<file path="src/design/loop_mailbox_pkg.sv">
// Overview of operation
// - Reset register holds core until release.
// - Reason codes 1-3 report tick and timer.
// - Codes 4-7: requested byte, loop, self-test.
// - Keystroke codes 8-11 encode shift and control.
// - Rotary codes 12-15 use same encoding.
// - Status bit 3 marks last write command.
// - Status bit 2 gives the NMI cause.
// - Host write sets input-full; consumption clears it.
// - Posted byte sets output-full.
// - RAM read commands post byte and interrupt.
// - Timer load commands fill timer buffer.
// - Mask commands load five mask bits.
// - Mask bit assignment; bit 5 written zero.
// - Setup commands take following parameter bytes.
// - Pointer command and high RAM writes.
// - Loop transfer command sends buffer out.
// - Absent clock and beeper commands ignored.
// - Loop header posted before every loop byte.
// - Loop byte posted from poll or command.
// - Word access; unused read bits zero.
// - Passed self-test leaves 0x55 in RAM.
package loop_mailbox_pkg;

  localparam int ADDR_W = 14;
  localparam logic [11:0] IDX_RESET_HOLD = 12'h000;
  localparam logic [11:0] IDX_DATA = 12'h800;
  localparam logic [11:0] IDX_STATUS_CMD = 12'h801;
  localparam logic [11:0] IDX_RESET_RELEASE = 12'hc00;

  localparam logic [3:0] RSN_NONE = 4'h0;
  localparam logic [3:0] RSN_TICK = 4'h1;
  localparam logic [3:0] RSN_TIMER = 4'h2;
  localparam logic [3:0] RSN_BOTH = 4'h3;
  localparam logic [3:0] RSN_REQ = 4'h4;
  localparam logic [3:0] RSN_LOOP_HDR = 4'h5;
  localparam logic [3:0] RSN_LOOP_DATA = 4'h6;
  localparam logic [3:0] RSN_SELFTEST = 4'h7;
  localparam logic [1:0] RSN_KEY_HI = 2'h2;
  localparam logic [1:0] RSN_ROT_HI = 2'h3;

  localparam logic [7:0] CMD_LD_REAL = 8'h31;
  localparam logic [7:0] CMD_LD_FAST = 8'h36;
  localparam logic [7:0] CMD_LD_DELAY = 8'h3b;
  localparam logic [7:0] CMD_LD_CYCLE = 8'h3e;
  localparam logic [7:0] CMD_REPEAT_A = 8'ha0;
  localparam logic [7:0] CMD_REPEAT_B = 8'ha2;
  localparam logic [7:0] CMD_ROT_RATE = 8'ha6;
  localparam logic [7:0] CMD_FAST_DLY = 8'hb2;
  localparam logic [7:0] CMD_MATCH = 8'hb4;
  localparam logic [7:0] CMD_DELAY = 8'hb7;
  localparam logic [7:0] CMD_CYCLE = 8'hba;
  localparam logic [7:0] CMD_SET_PTR = 8'hc1;
  localparam logic [7:0] CMD_LOOP_XMIT = 8'hc5;
  localparam logic [1:0] CMD_MASK_HI = 2'h1;
  localparam logic [2:0] CMD_READ_LO_HI = 3'h0;
  localparam logic [3:0] CMD_READ_HI_HI = 4'hf;
  localparam logic [3:0] CMD_RAMWR_HI = 4'he;

  localparam int MASK_INPUT = 0;
  localparam int MASK_RESET_KEY = 1;
  localparam int MASK_TIMER = 2;
  localparam int MASK_TICK = 3;
  localparam int MASK_FAST = 4;
  localparam logic [4:0] MASK_RESET = 5'h00;

  localparam int HDR_AP_BIT = 4;
  localparam int HDR_CMD_BIT = 3;

  localparam logic [7:0] RAM_TEST_ADDR = 8'h7f;
  localparam logic [7:0] RAM_TEST_PASS = 8'h55;
  localparam logic [7:0] RAM_TBUF_BASE = 8'h13;
  localparam logic [3:0] RAM_HIGH_PAGE = 4'hf;
  localparam logic [7:0] LOOP_BUF_BASE = 8'hf0;
  localparam logic [2:0] LOOP_BUF_LAST = 3'h3;
  localparam logic [1:0] TBUF_LAST = 2'h2;

  typedef struct packed {
    logic valid;
    logic shift;
    logic ctrl;
    logic [7:0] data;
  } input_ev_s;

  typedef struct packed {
    logic valid;
    logic autopoll;
    logic is_cmd;
    logic [2:0] addr;
    logic [7:0] data;
  } loop_ev_s;

  typedef struct packed {
    logic [23:0] real_time;
    logic [23:0] fast_time;
    logic [23:0] delay_time;
    logic [23:0] cycle_time;
  } timers_s;

  typedef struct packed {
    logic [7:0] repeat_delay;
    logic [7:0] rotary_rate;
    logic [15:0] fast_hs_delay;
    logic [23:0] match_value;
    logic [23:0] delay_value;
    logic [23:0] cycle_value;
  } setup_s;

  typedef struct packed {
    logic valid;
    logic [7:0] data;
  } loop_tx_s;

  typedef enum logic [5:0] {
    ST_IDLE = 6'h01,
    ST_READ = 6'h02,
    ST_PARAM = 6'h04,
    ST_TLOAD = 6'h08,
    ST_XMIT = 6'h10,
    ST_TEST = 6'h20
  } fsm_e;

endpackage

</file>
<file path="src/design/input_loop_host_mailbox.sv">
`timescale 1ns/100ps
`default_nettype none
module input_loop_host_mailbox
  import loop_mailbox_pkg::*;
(
  input wire logic sys_clk_i,
  input wire logic rst_i,
  input wire logic [ADDR_W-1:0] reg_addr_i,
  input wire logic reg_wr_i,
  input wire logic reg_rd_i,
  input wire logic [31:0] reg_wdata_i,
  output logic [31:0] reg_rdata_o,
  output logic reg_ack_o,
  input wire logic tick_i,
  input wire logic timer_i,
  input wire logic nmi_i,
  input wire logic nmi_fast_i,
  input wire input_ev_s key_i,
  input wire input_ev_s rotary_i,
  input wire loop_ev_s loop_i,
  input wire timers_s timers_i,
  input wire logic loop_tx_ready_i,
  output loop_tx_s loop_tx_o,
  output setup_s setup_o,
  output logic core_reset_o,
  output logic irq_o,
  output logic nmi_o
);

  typedef struct packed {
    fsm_e fsm;
    logic core_reset;
    logic [31:0] inbox;
    logic last_cmd;
    logic input_full_flag;
    logic output_full_flag;
    logic [3:0] reason;
    logic [7:0] outbox;
    logic nmi_reason;
    logic nmi;
    logic irq;
    logic [4:0] mask;
    logic [7:0] ram_ptr;
    logic [7:0] cmd;
    logic [1:0] left;
    logic [23:0] acc;
    logic [2:0] idx;
    logic wait_rd;
    logic tick_pend;
    logic timer_pend;
    input_ev_s key_pend;
    input_ev_s rot_pend;
    loop_ev_s loop_pend;
    logic loop_hdr_done;
    loop_tx_s tx;
    setup_s setup;
    logic [31:0] rdata;
    logic ack;
    logic ram_we;
    logic [7:0] ram_addr;
    logic [7:0] ram_wdata;
  } state_s;

  localparam state_s RESET_STATE = '{
    fsm: ST_TEST,
    core_reset: 1'b1,
    mask: MASK_RESET,
    default: '0
  };

  state_s s_q;
  state_s s_d;
  logic [7:0] ram_rdata;

  // Low reason bits: both held = 00, control = 01, shift = 10, none = 11.
  function automatic logic [3:0] mod_code(input logic [1:0] hi, input input_ev_s ev);
    mod_code = {hi, ~ev.ctrl, ~ev.shift};
  endfunction

  function automatic logic [1:0] param_len(input logic [7:0] c);
    logic [1:0] n;
    n = 2'd0;
    if (c == CMD_REPEAT_A || c == CMD_REPEAT_B || c == CMD_ROT_RATE || c == CMD_SET_PTR ||
        c[7:4] == CMD_RAMWR_HI) begin
      n = 2'd1;
    end else if (c == CMD_FAST_DLY) begin
      n = 2'd2;
    end else if (c == CMD_MATCH || c == CMD_DELAY || c == CMD_CYCLE) begin
      n = 2'd3;
    end
    param_len = n;
  endfunction

  function automatic logic is_read_cmd(input logic [7:0] c);
    is_read_cmd = (c[7:5] == CMD_READ_LO_HI) || (c[7:4] == CMD_READ_HI_HI);
  endfunction

  always_comb begin
    logic [11:0] idx;
    logic post;
    logic [3:0] post_rsn;
    logic [7:0] post_data;
    logic consume;
    logic [7:0] byte_in;
    idx = reg_addr_i[ADDR_W-1:2];
    post = 1'b0;
    post_rsn = RSN_NONE;
    post_data = 8'h00;
    consume = 1'b0;
    byte_in = s_q.inbox[7:0];
    s_d = s_q;
    s_d.ack = reg_wr_i | reg_rd_i;
    s_d.ram_we = 1'b0;
    s_d.nmi = 1'b0;

    // Event capture runs in every state; an event arriving while its slot is still pending, posting cycle included, is dropped.
    // Mask bit gating
    if (key_i.valid && !s_q.mask[MASK_INPUT] && !s_q.key_pend.valid) begin
      s_d.key_pend = key_i;
    end
    if (rotary_i.valid && !s_q.mask[MASK_INPUT] && !s_q.rot_pend.valid) begin
      s_d.rot_pend = rotary_i;
    end
    if (loop_i.valid && !s_q.mask[MASK_INPUT] && !s_q.loop_pend.valid) begin
      s_d.loop_pend = loop_i;
      s_d.loop_hdr_done = 1'b0;
    end
    if (nmi_i && (nmi_fast_i ? !s_q.mask[MASK_FAST] : !s_q.mask[MASK_RESET_KEY])) begin
      s_d.nmi_reason = nmi_fast_i;
      s_d.nmi = 1'b1;
    end

    unique case (s_q.fsm)
      ST_IDLE: begin
        if (!s_q.output_full_flag && s_q.loop_pend.valid && !s_q.loop_hdr_done) begin
          post = 1'b1;
          post_rsn = RSN_LOOP_HDR;
          post_data = 8'h00;
          post_data[HDR_AP_BIT] = s_q.loop_pend.autopoll;
          post_data[HDR_CMD_BIT] = s_q.loop_pend.is_cmd;
          post_data[2:0] = s_q.loop_pend.addr;
          s_d.loop_hdr_done = 1'b1;
        end else if (!s_q.output_full_flag && s_q.loop_pend.valid) begin
          post = 1'b1;
          post_rsn = RSN_LOOP_DATA;
          post_data = s_q.loop_pend.data;
          s_d.loop_pend.valid = 1'b0;
        end else if (!s_q.output_full_flag && s_q.key_pend.valid) begin
          post = 1'b1;
          post_rsn = mod_code(RSN_KEY_HI, s_q.key_pend);
          post_data = s_q.key_pend.data;
          s_d.key_pend.valid = 1'b0;
        end else if (!s_q.output_full_flag && s_q.rot_pend.valid) begin
          post = 1'b1;
          post_rsn = mod_code(RSN_ROT_HI, s_q.rot_pend);
          post_data = s_q.rot_pend.data;
          s_d.rot_pend.valid = 1'b0;
        end else if (!s_q.output_full_flag && (s_q.tick_pend || s_q.timer_pend)) begin
          post = 1'b1;
          post_rsn = s_q.tick_pend ? (s_q.timer_pend ? RSN_BOTH : RSN_TICK) : RSN_TIMER;
          s_d.tick_pend = 1'b0;
          s_d.timer_pend = 1'b0;
        end else if (s_q.input_full_flag && s_q.last_cmd) begin
          s_d.cmd = byte_in;
          if (is_read_cmd(byte_in)) begin
            if (!s_q.output_full_flag) begin
              consume = 1'b1;
              s_d.ram_addr = (byte_in == 8'h00) ? s_q.ram_ptr : byte_in;
              s_d.fsm = ST_READ;
            end
          end else begin
            consume = 1'b1;
            if (byte_in == CMD_LD_REAL || byte_in == CMD_LD_FAST ||
                byte_in == CMD_LD_DELAY || byte_in == CMD_LD_CYCLE) begin
              s_d.acc = (byte_in == CMD_LD_REAL) ? timers_i.real_time :
                        (byte_in == CMD_LD_FAST) ? timers_i.fast_time :
                        (byte_in == CMD_LD_DELAY) ? timers_i.delay_time :
                        timers_i.cycle_time;
              s_d.idx = 3'd0;
              s_d.fsm = ST_TLOAD;
            end else if (byte_in[7:6] == CMD_MASK_HI) begin
              s_d.mask = byte_in[4:0];
            end else if (param_len(byte_in) != 2'd0) begin
              s_d.left = param_len(byte_in);
              s_d.acc = '0;
              s_d.fsm = ST_PARAM;
            end else if (byte_in == CMD_LOOP_XMIT) begin
              s_d.idx = 3'd0;
              s_d.wait_rd = 1'b0;
              s_d.fsm = ST_XMIT;
            end
          end
        end else if (s_q.input_full_flag) begin
          consume = 1'b1;
        end
      end
      ST_READ: begin
        post = 1'b1;
        post_rsn = RSN_REQ;
        post_data = ram_rdata;
        s_d.fsm = ST_IDLE;
      end
      ST_PARAM: begin
        if (s_q.input_full_flag && s_q.last_cmd) begin
          s_d.fsm = ST_IDLE;
        end else if (s_q.input_full_flag) begin
          consume = 1'b1;
          s_d.acc = {s_q.acc[15:0], byte_in};
          s_d.left = s_q.left - 2'd1;
          if (s_q.left == 2'd1) begin
            s_d.fsm = ST_IDLE;
            unique case (s_q.cmd)
              CMD_REPEAT_A, CMD_REPEAT_B: s_d.setup.repeat_delay = byte_in;
              CMD_ROT_RATE: s_d.setup.rotary_rate = byte_in;
              CMD_FAST_DLY: s_d.setup.fast_hs_delay = {s_q.acc[7:0], byte_in};
              CMD_MATCH: s_d.setup.match_value = {s_q.acc[15:0], byte_in};
              CMD_DELAY: s_d.setup.delay_value = {s_q.acc[15:0], byte_in};
              CMD_CYCLE: s_d.setup.cycle_value = {s_q.acc[15:0], byte_in};
              CMD_SET_PTR: s_d.ram_ptr = byte_in;
              default: begin
                s_d.ram_we = 1'b1;
                s_d.ram_addr = {RAM_HIGH_PAGE, s_q.cmd[3:0]};
                s_d.ram_wdata = byte_in;
              end
            endcase
          end
        end
      end
      ST_TLOAD: begin
        // Low byte first at the buffer base.
        s_d.ram_we = 1'b1;
        s_d.ram_addr = RAM_TBUF_BASE + {5'h00, s_q.idx};
        s_d.ram_wdata = s_q.acc[7:0];
        s_d.acc = {8'h00, s_q.acc[23:8]};
        s_d.idx = s_q.idx + 3'd1;
        if (s_q.idx[1:0] == TBUF_LAST) begin
          s_d.fsm = ST_IDLE;
        end
      end
      ST_XMIT: begin
        if (s_q.tx.valid) begin
          if (loop_tx_ready_i) begin
            s_d.tx.valid = 1'b0;
            s_d.idx = s_q.idx + 3'd1;
            if (s_q.idx == LOOP_BUF_LAST) begin
              s_d.fsm = ST_IDLE;
            end
          end
        end else if (s_q.wait_rd) begin
          s_d.wait_rd = 1'b0;
          s_d.tx.valid = 1'b1;
          s_d.tx.data = ram_rdata;
        end else begin
          s_d.ram_addr = LOOP_BUF_BASE + {5'h00, s_q.idx};
          s_d.wait_rd = 1'b1;
        end
      end
      ST_TEST: begin
        s_d.ram_we = 1'b1;
        s_d.ram_addr = RAM_TEST_ADDR;
        s_d.ram_wdata = RAM_TEST_PASS;
        post = 1'b1;
        post_rsn = RSN_SELFTEST;
        post_data = RAM_TEST_PASS;
        s_d.fsm = ST_IDLE;
      end
      default: s_d.fsm = ST_IDLE;
    endcase

    // Set wins over a post clearing the pending bit.
    if (tick_i && !s_q.mask[MASK_TICK]) begin
      s_d.tick_pend = 1'b1;
    end
    if (timer_i && !s_q.mask[MASK_TIMER]) begin
      s_d.timer_pend = 1'b1;
    end

    if (consume) begin
      s_d.input_full_flag = 1'b0;
    end
    if (reg_rd_i && idx == IDX_DATA) begin
      s_d.output_full_flag = 1'b0;
    end
    if (post) begin
      s_d.output_full_flag = 1'b1;
      s_d.reason = post_rsn;
      s_d.outbox = post_data;
    end

    s_d.rdata = '0;
    if (reg_rd_i) begin
      if (idx == IDX_DATA) begin
        s_d.rdata[7:0] = s_q.outbox;
      end else if (idx == IDX_STATUS_CMD) begin
        s_d.rdata[7:0] = {s_q.reason, s_q.last_cmd, s_q.nmi_reason, s_q.input_full_flag, s_q.output_full_flag};
      end
    end
    if (reg_wr_i) begin
      unique case (idx)
        IDX_RESET_HOLD: s_d.core_reset = 1'b1;
        IDX_RESET_RELEASE: s_d.core_reset = 1'b0;
        IDX_DATA, IDX_STATUS_CMD: begin
          s_d.inbox = reg_wdata_i;
          s_d.last_cmd = (idx == IDX_STATUS_CMD);
          s_d.input_full_flag = 1'b1;
        end
        default: ;
      endcase
    end

    if (s_q.core_reset) begin
      s_d.fsm = ST_TEST;
      s_d.input_full_flag = 1'b0;
      s_d.output_full_flag = 1'b0;
      s_d.reason = RSN_NONE;
      s_d.mask = MASK_RESET;
      s_d.ram_ptr = 8'h00;
      s_d.tick_pend = 1'b0;
      s_d.timer_pend = 1'b0;
      s_d.key_pend.valid = 1'b0;
      s_d.rot_pend.valid = 1'b0;
      s_d.loop_pend.valid = 1'b0;
      s_d.tx.valid = 1'b0;
      s_d.ram_we = 1'b0;
      s_d.nmi = 1'b0;
    end
    s_d.irq = s_d.output_full_flag;
  end

  always_ff @(posedge sys_clk_i) begin
    if (rst_i) begin
      s_q <= RESET_STATE;
    end else begin
      s_q <= s_d;
    end
  end

  mailbox_ram u_ram (
    .sys_clk_i(sys_clk_i),
    .we_i(s_d.ram_we),
    .addr_i(s_d.ram_addr),
    .wdata_i(s_d.ram_wdata),
    .rdata_o(ram_rdata)
  );

  assign reg_rdata_o = s_q.rdata;
  assign reg_ack_o = s_q.ack;
  assign loop_tx_o = s_q.tx;
  assign setup_o = s_q.setup;
  assign core_reset_o = s_q.core_reset;
  assign irq_o = s_q.irq;
  assign nmi_o = s_q.nmi;

endmodule // input_loop_host_mailbox
`default_nettype wire

</file>
<file path="src/design/mailbox_ram.sv">
`timescale 1ns/100ps
`default_nettype none
module mailbox_ram (
  input wire logic sys_clk_i,
  input wire logic we_i,
  input wire logic [7:0] addr_i,
  input wire logic [7:0] wdata_i,
  output logic [7:0] rdata_o
);
  logic [7:0] mem [0:255];

  // Contents are not cleared; firmware areas are written before use.
  always_ff @(posedge sys_clk_i) begin
    if (we_i) begin
      mem[addr_i] <= wdata_i;
    end
    rdata_o <= mem[addr_i];
  end
endmodule // mailbox_ram
`default_nettype wire

</file>
<file path="config.mk">
export PLATFORM = sky130hd
export DESIGN_NAME = input_loop_host_mailbox
export DESIGN_NICKNAME = d
export VERILOG_FILES = /design/src/design/loop_mailbox_pkg.sv /design/src/design/input_loop_host_mailbox.sv /design/src/design/mailbox_ram.sv
export SDC_FILE = /design/constraint.sdc
export NUM_CORES = 2
export LEC_CHECK = 0
export BUFFER_PORTS_ARGS = -buffer_cell sky130_fd_sc_hd__buf_2
export CORE_MARGIN = 2
export CORE_UTILIZATION = 46
export DETAILED_ROUTE_END_ITERATION = 8
export GPL_ROUTABILITY_DRIVEN = 0
export GPL_TIMING_DRIVEN = 0
export PLACE_DENSITY = 0.61
export RECOVER_POWER = 25
export SLEW_MARGIN = 20
export SYNTH_ARGS = -nofsm -noshare
export SYNTH_HDL_FRONTEND = slang
export SYNTH_SLANG_ARGS = --single-unit
</file>
<file path="constraint.sdc">
create_clock -name sys_clk_i -period 19.9 [get_ports sys_clk_i]
set_clock_uncertainty 0.05 [all_clocks]
set_input_delay 1.99 -clock sys_clk_i [delete_from_list [all_inputs] [get_ports sys_clk_i]]
set_output_delay 1.99 -clock sys_clk_i [all_outputs]
set_load 0.005 [all_outputs]
</file>
==> results.cfg <==
[cts]
htree_levels = 4
clockBufferDepth = 3
cts_made_buffers = 234
ctsResizeCount = 0
post_cts_buffers = 0
numClockSinks = 2316
cts.clk_slew.worst_paths_ns = 0.06
clock_latency_ns = 0.88
cts_tree = built
cts_root_buf = clkbuf_16
cts_hold_buf = 0

[yosys]
syn-cell-area_um2 = 92500
yosys_most_used_dff = edfxtp_1
netlist_instances = 6942
ys_warn_count = 0
yosysSeqAreaShare = 0.723
yosysUniqueCellTypes = 90
ys_async_sr_fraction = 0
syn_avg_cell_area_um2 = 13.3
ys_ff_latch = 2316
synth_edf_count = 2048

[cells_and_area]
final_common_cell = edfxtp_1
stdcell_count = 12183
final_cell_area_um2 = 112000
drive_above_1_share = 0.117
nets = 9512
final_cell_mix = edfxtp_1 (2048), conb_1 (1808), nand2_1 (1671)
syn_to_final_growth_pct = 21.3
nFillCells = 17116
multi_input_area_um2 = 29000
register_area_um2 = 66900

[worst_setup_path]
start_kind = flip-flop
critPathMaxFanout = 10
cp-end-kind = flip-flop
cp_common_cell = buf_2
cp_slowest_cell = nor4_1
worstPathArrival_ns = 7.88
crit_path_cell_trace = clkbuf_1 > nor4_1 > nand3b_1 > nand3_1 > nor2_1 > a21oi_2 > buf_2 > buf_2 > buf_2 > clkbuf_1 > nand2_1 > a31oi_1 > nand3_1 > nand2_1 > nor4_1 > o31ai_1
cp.required_ns = 20.53
path_class = flip-flop to flip-flop
critPathMaxStageDelay_ns = 0.85

[sta]
period_share = 0.364
setup_viol = 0
setup_slack_ns = 12.65
drv_slew = 227
fin_setup_tns_ns = 0
fin_crit_ns = 7.25
relSlewSlack = -0.182
fmax_mhz = 138
rsz0062_at_grt = no
worst_pin_slew_ns = 1.77
hold_viol = 0

[die]
fp.dieH_um = 452
core_um2 = 200000
num_rows = 164
start_util = 0.463
die_area_um2 = 205000
ios = 336
die_w_um = 452

[grt]
grt_max_degree = 129
overflow = 0
grt_pass1_vias = 61760
grt_pass1_wl_mm = 422
track_usage = 0.289
antenna_found_initial = 13

[job]
maxCapViolCount = 9

[power_and_ir_drop]
pwr-share-seq = 0.549
p_sw_frac = 0.206
intPower_w = 0.00773
combPwrFrac = 0.015
clockPowerShare = 0.436
switchingPower_w = 0.00200
total_power_w = 0.00974
p_leak_nw = 39.9
peakVddDrop_v = 0.000100
power_density_nw_per_um2 = 86.7

[detailed_routing]
drt-initial-drc-count = 8783
first_pass_iters = 8
routedWlPerCell_um = 24.8
routed_via_density = 5.39
antenna_left = 0
num_vias = 65720
drcViolationCount = 0
routed_wl_mm = 302

[worst_hold_path]
hp-class = flip-flop to flip-flop

[placement]
placed_area_um2 = 105000
dp.cells = 11739
hpwl_mm = 215
place_ws_ns = 13.31
port_buffers = 284

[outcome]
status = complete, but fails checks
violations = capacitance limit, slew limit
## critical path, delay by kind of cell (launching register included)
kind                   cells  cell delay [ns]
buffers and inverters      5             2.17
AOI/OAI and AO/OA          3             1.62
and+or+nand+nor            8             2.85
DFF                        1             0.30
## layout make-up
type                            count  share of cell area
Timing Repair Buffer              335              0.0199
Clock inverter                    125             0.00862
Buffer                            624              0.0302
Antenna cell                        9            0.000201
Clock buffer                      309              0.0564
Inverter                           18            0.000869
Tap cell                         2656              0.0296
Sequential cell                  2316               0.596
Multi-Input combinational cell   5791               0.259
## synth_stat cells (10+ instances only)
cell / count / share of area
edfxtp_1: 2048 / 0.66
o211ai_1: 10 / 0.00081
a221oi_1: 16 / 0.0015
dfxtp_1: 268 / 0.058
clkbuf_1: 214 / 0.0087
buf_2: 167 / 0.0090
a2111oi_0: 15 / 0.0014
nand3_1: 269 / 0.015
nor4_1: 22 / 0.0015
a31oi_1: 79 / 0.0053
a21oi_1: 673 / 0.036
mux4_2: 89 / 0.022
buf_6: 17 / 0.0021
nand2_1: 1671 / 0.068
a22oi_1: 174 / 0.014
inv_1: 18 / 0.00073
mux2i_1: 89 / 0.0096
a222oi_1: 24 / 0.0026
a211oi_1: 31 / 0.0025
o21ai_0: 64 / 0.0035
nand4_1: 46 / 0.0031
buf_4: 194 / 0.016
a32oi_1: 221 / 0.021
o31ai_1: 12 / 0.00097
a22o_1: 22 / 0.0021
and3_1: 20 / 0.0014
buf_1: 32 / 0.0013
and2_1: 10 / 0.00068
nor2_1: 212 / 0.0086
o21ai_1: 15 / 0.00081
nor3_1: 38 / 0.0021
## sequential cells by signal, summed over array words and instances (netlist names)
name	cells
reg_rdata_o	8
setup_o	104
nmi_o	1
reg_ack_o	1
s_q	135
loop_tx_o	9
irq_o	1
u_ram.mem	2048
u_ram.rdata_o	8
core_reset_o	1
## power groups by stage
stage | clock, W | sequential [W] | combinational (W)
after global routing | 0.00447 | 0.00535 | 0.000165
after detailed placement | 0 | 0.00545 | 0.000129
final | 0.00424 | 0.00535 | 0.000143
after global placement | 0 | 0.00545 | 0.000128
after CTS | 0.00429 | 0.00535 | 0.000130
after floorplan | 0 | 0.00545 | 0.0000920
## layer usage
metal  GRT usage  wire length [um]  up-vias  share of wire
met5           0                46        -        0.00015
met4       0.128             14700        6          0.049
met3      0.0608             31100      658           0.10
met2       0.463            139000     3506           0.46
met1       0.382            117000    32648           0.39
li1            -                 -    28902              -
## cell families (layout without fill, tap and decap cells)
| family | Yosys count | in the layout | share of synthesized area |
|---|---|---|---|
| buffers and inverters | 642 | 1411 | 0.0376 |
| xor gates and xnor gates | 3 | 3 | 0.000284 |
| AOI/OAI and AO/OA | 1428 | 1428 | 0.100 |
| muxes | 182 | 182 | 0.0318 |
| and+or+nand+nor | 2365 | 2365 | 0.107 |
| DFF | 2316 | 2316 | 0.723 |
| other | 1 | 1817 | 0.0000405 |
| adders and majority gates | 5 | 5 | 0.000676 |
## path summary, 6_finish.rpt
path / start / depth (start not counted) / end / slack, ns
setup / recovery: s_q[308]$_SDFFE_PP0P_ / 16 / u_ram.rdata_o[4]$_DFF_P_ / 12.65
hold / removal: setup_o[7]$_SDFFE_PP0P_ / 2 / setup_o[7]$_SDFFE_PP0P_ / 0.40
setup reg to reg: s_q[308]$_SDFFE_PP0P_ / 16 / u_ram.rdata_o[4]$_DFF_P_ / 12.65
hold reg to reg: setup_o[7]$_SDFFE_PP0P_ / 2 / setup_o[7]$_SDFFE_PP0P_ / 0.40
## through the flow
step	hold slack [ns]	utilization
4_1_cts	0.405	0.564
6_report	0.403	0.562
2_1_floorplan	0.381	-
3_5_place_dp	0.397	0.527
3_3_place_gp	0.393	0.521
5_1_grt	0.419	0.562
(Power assumes the default switching activity.)
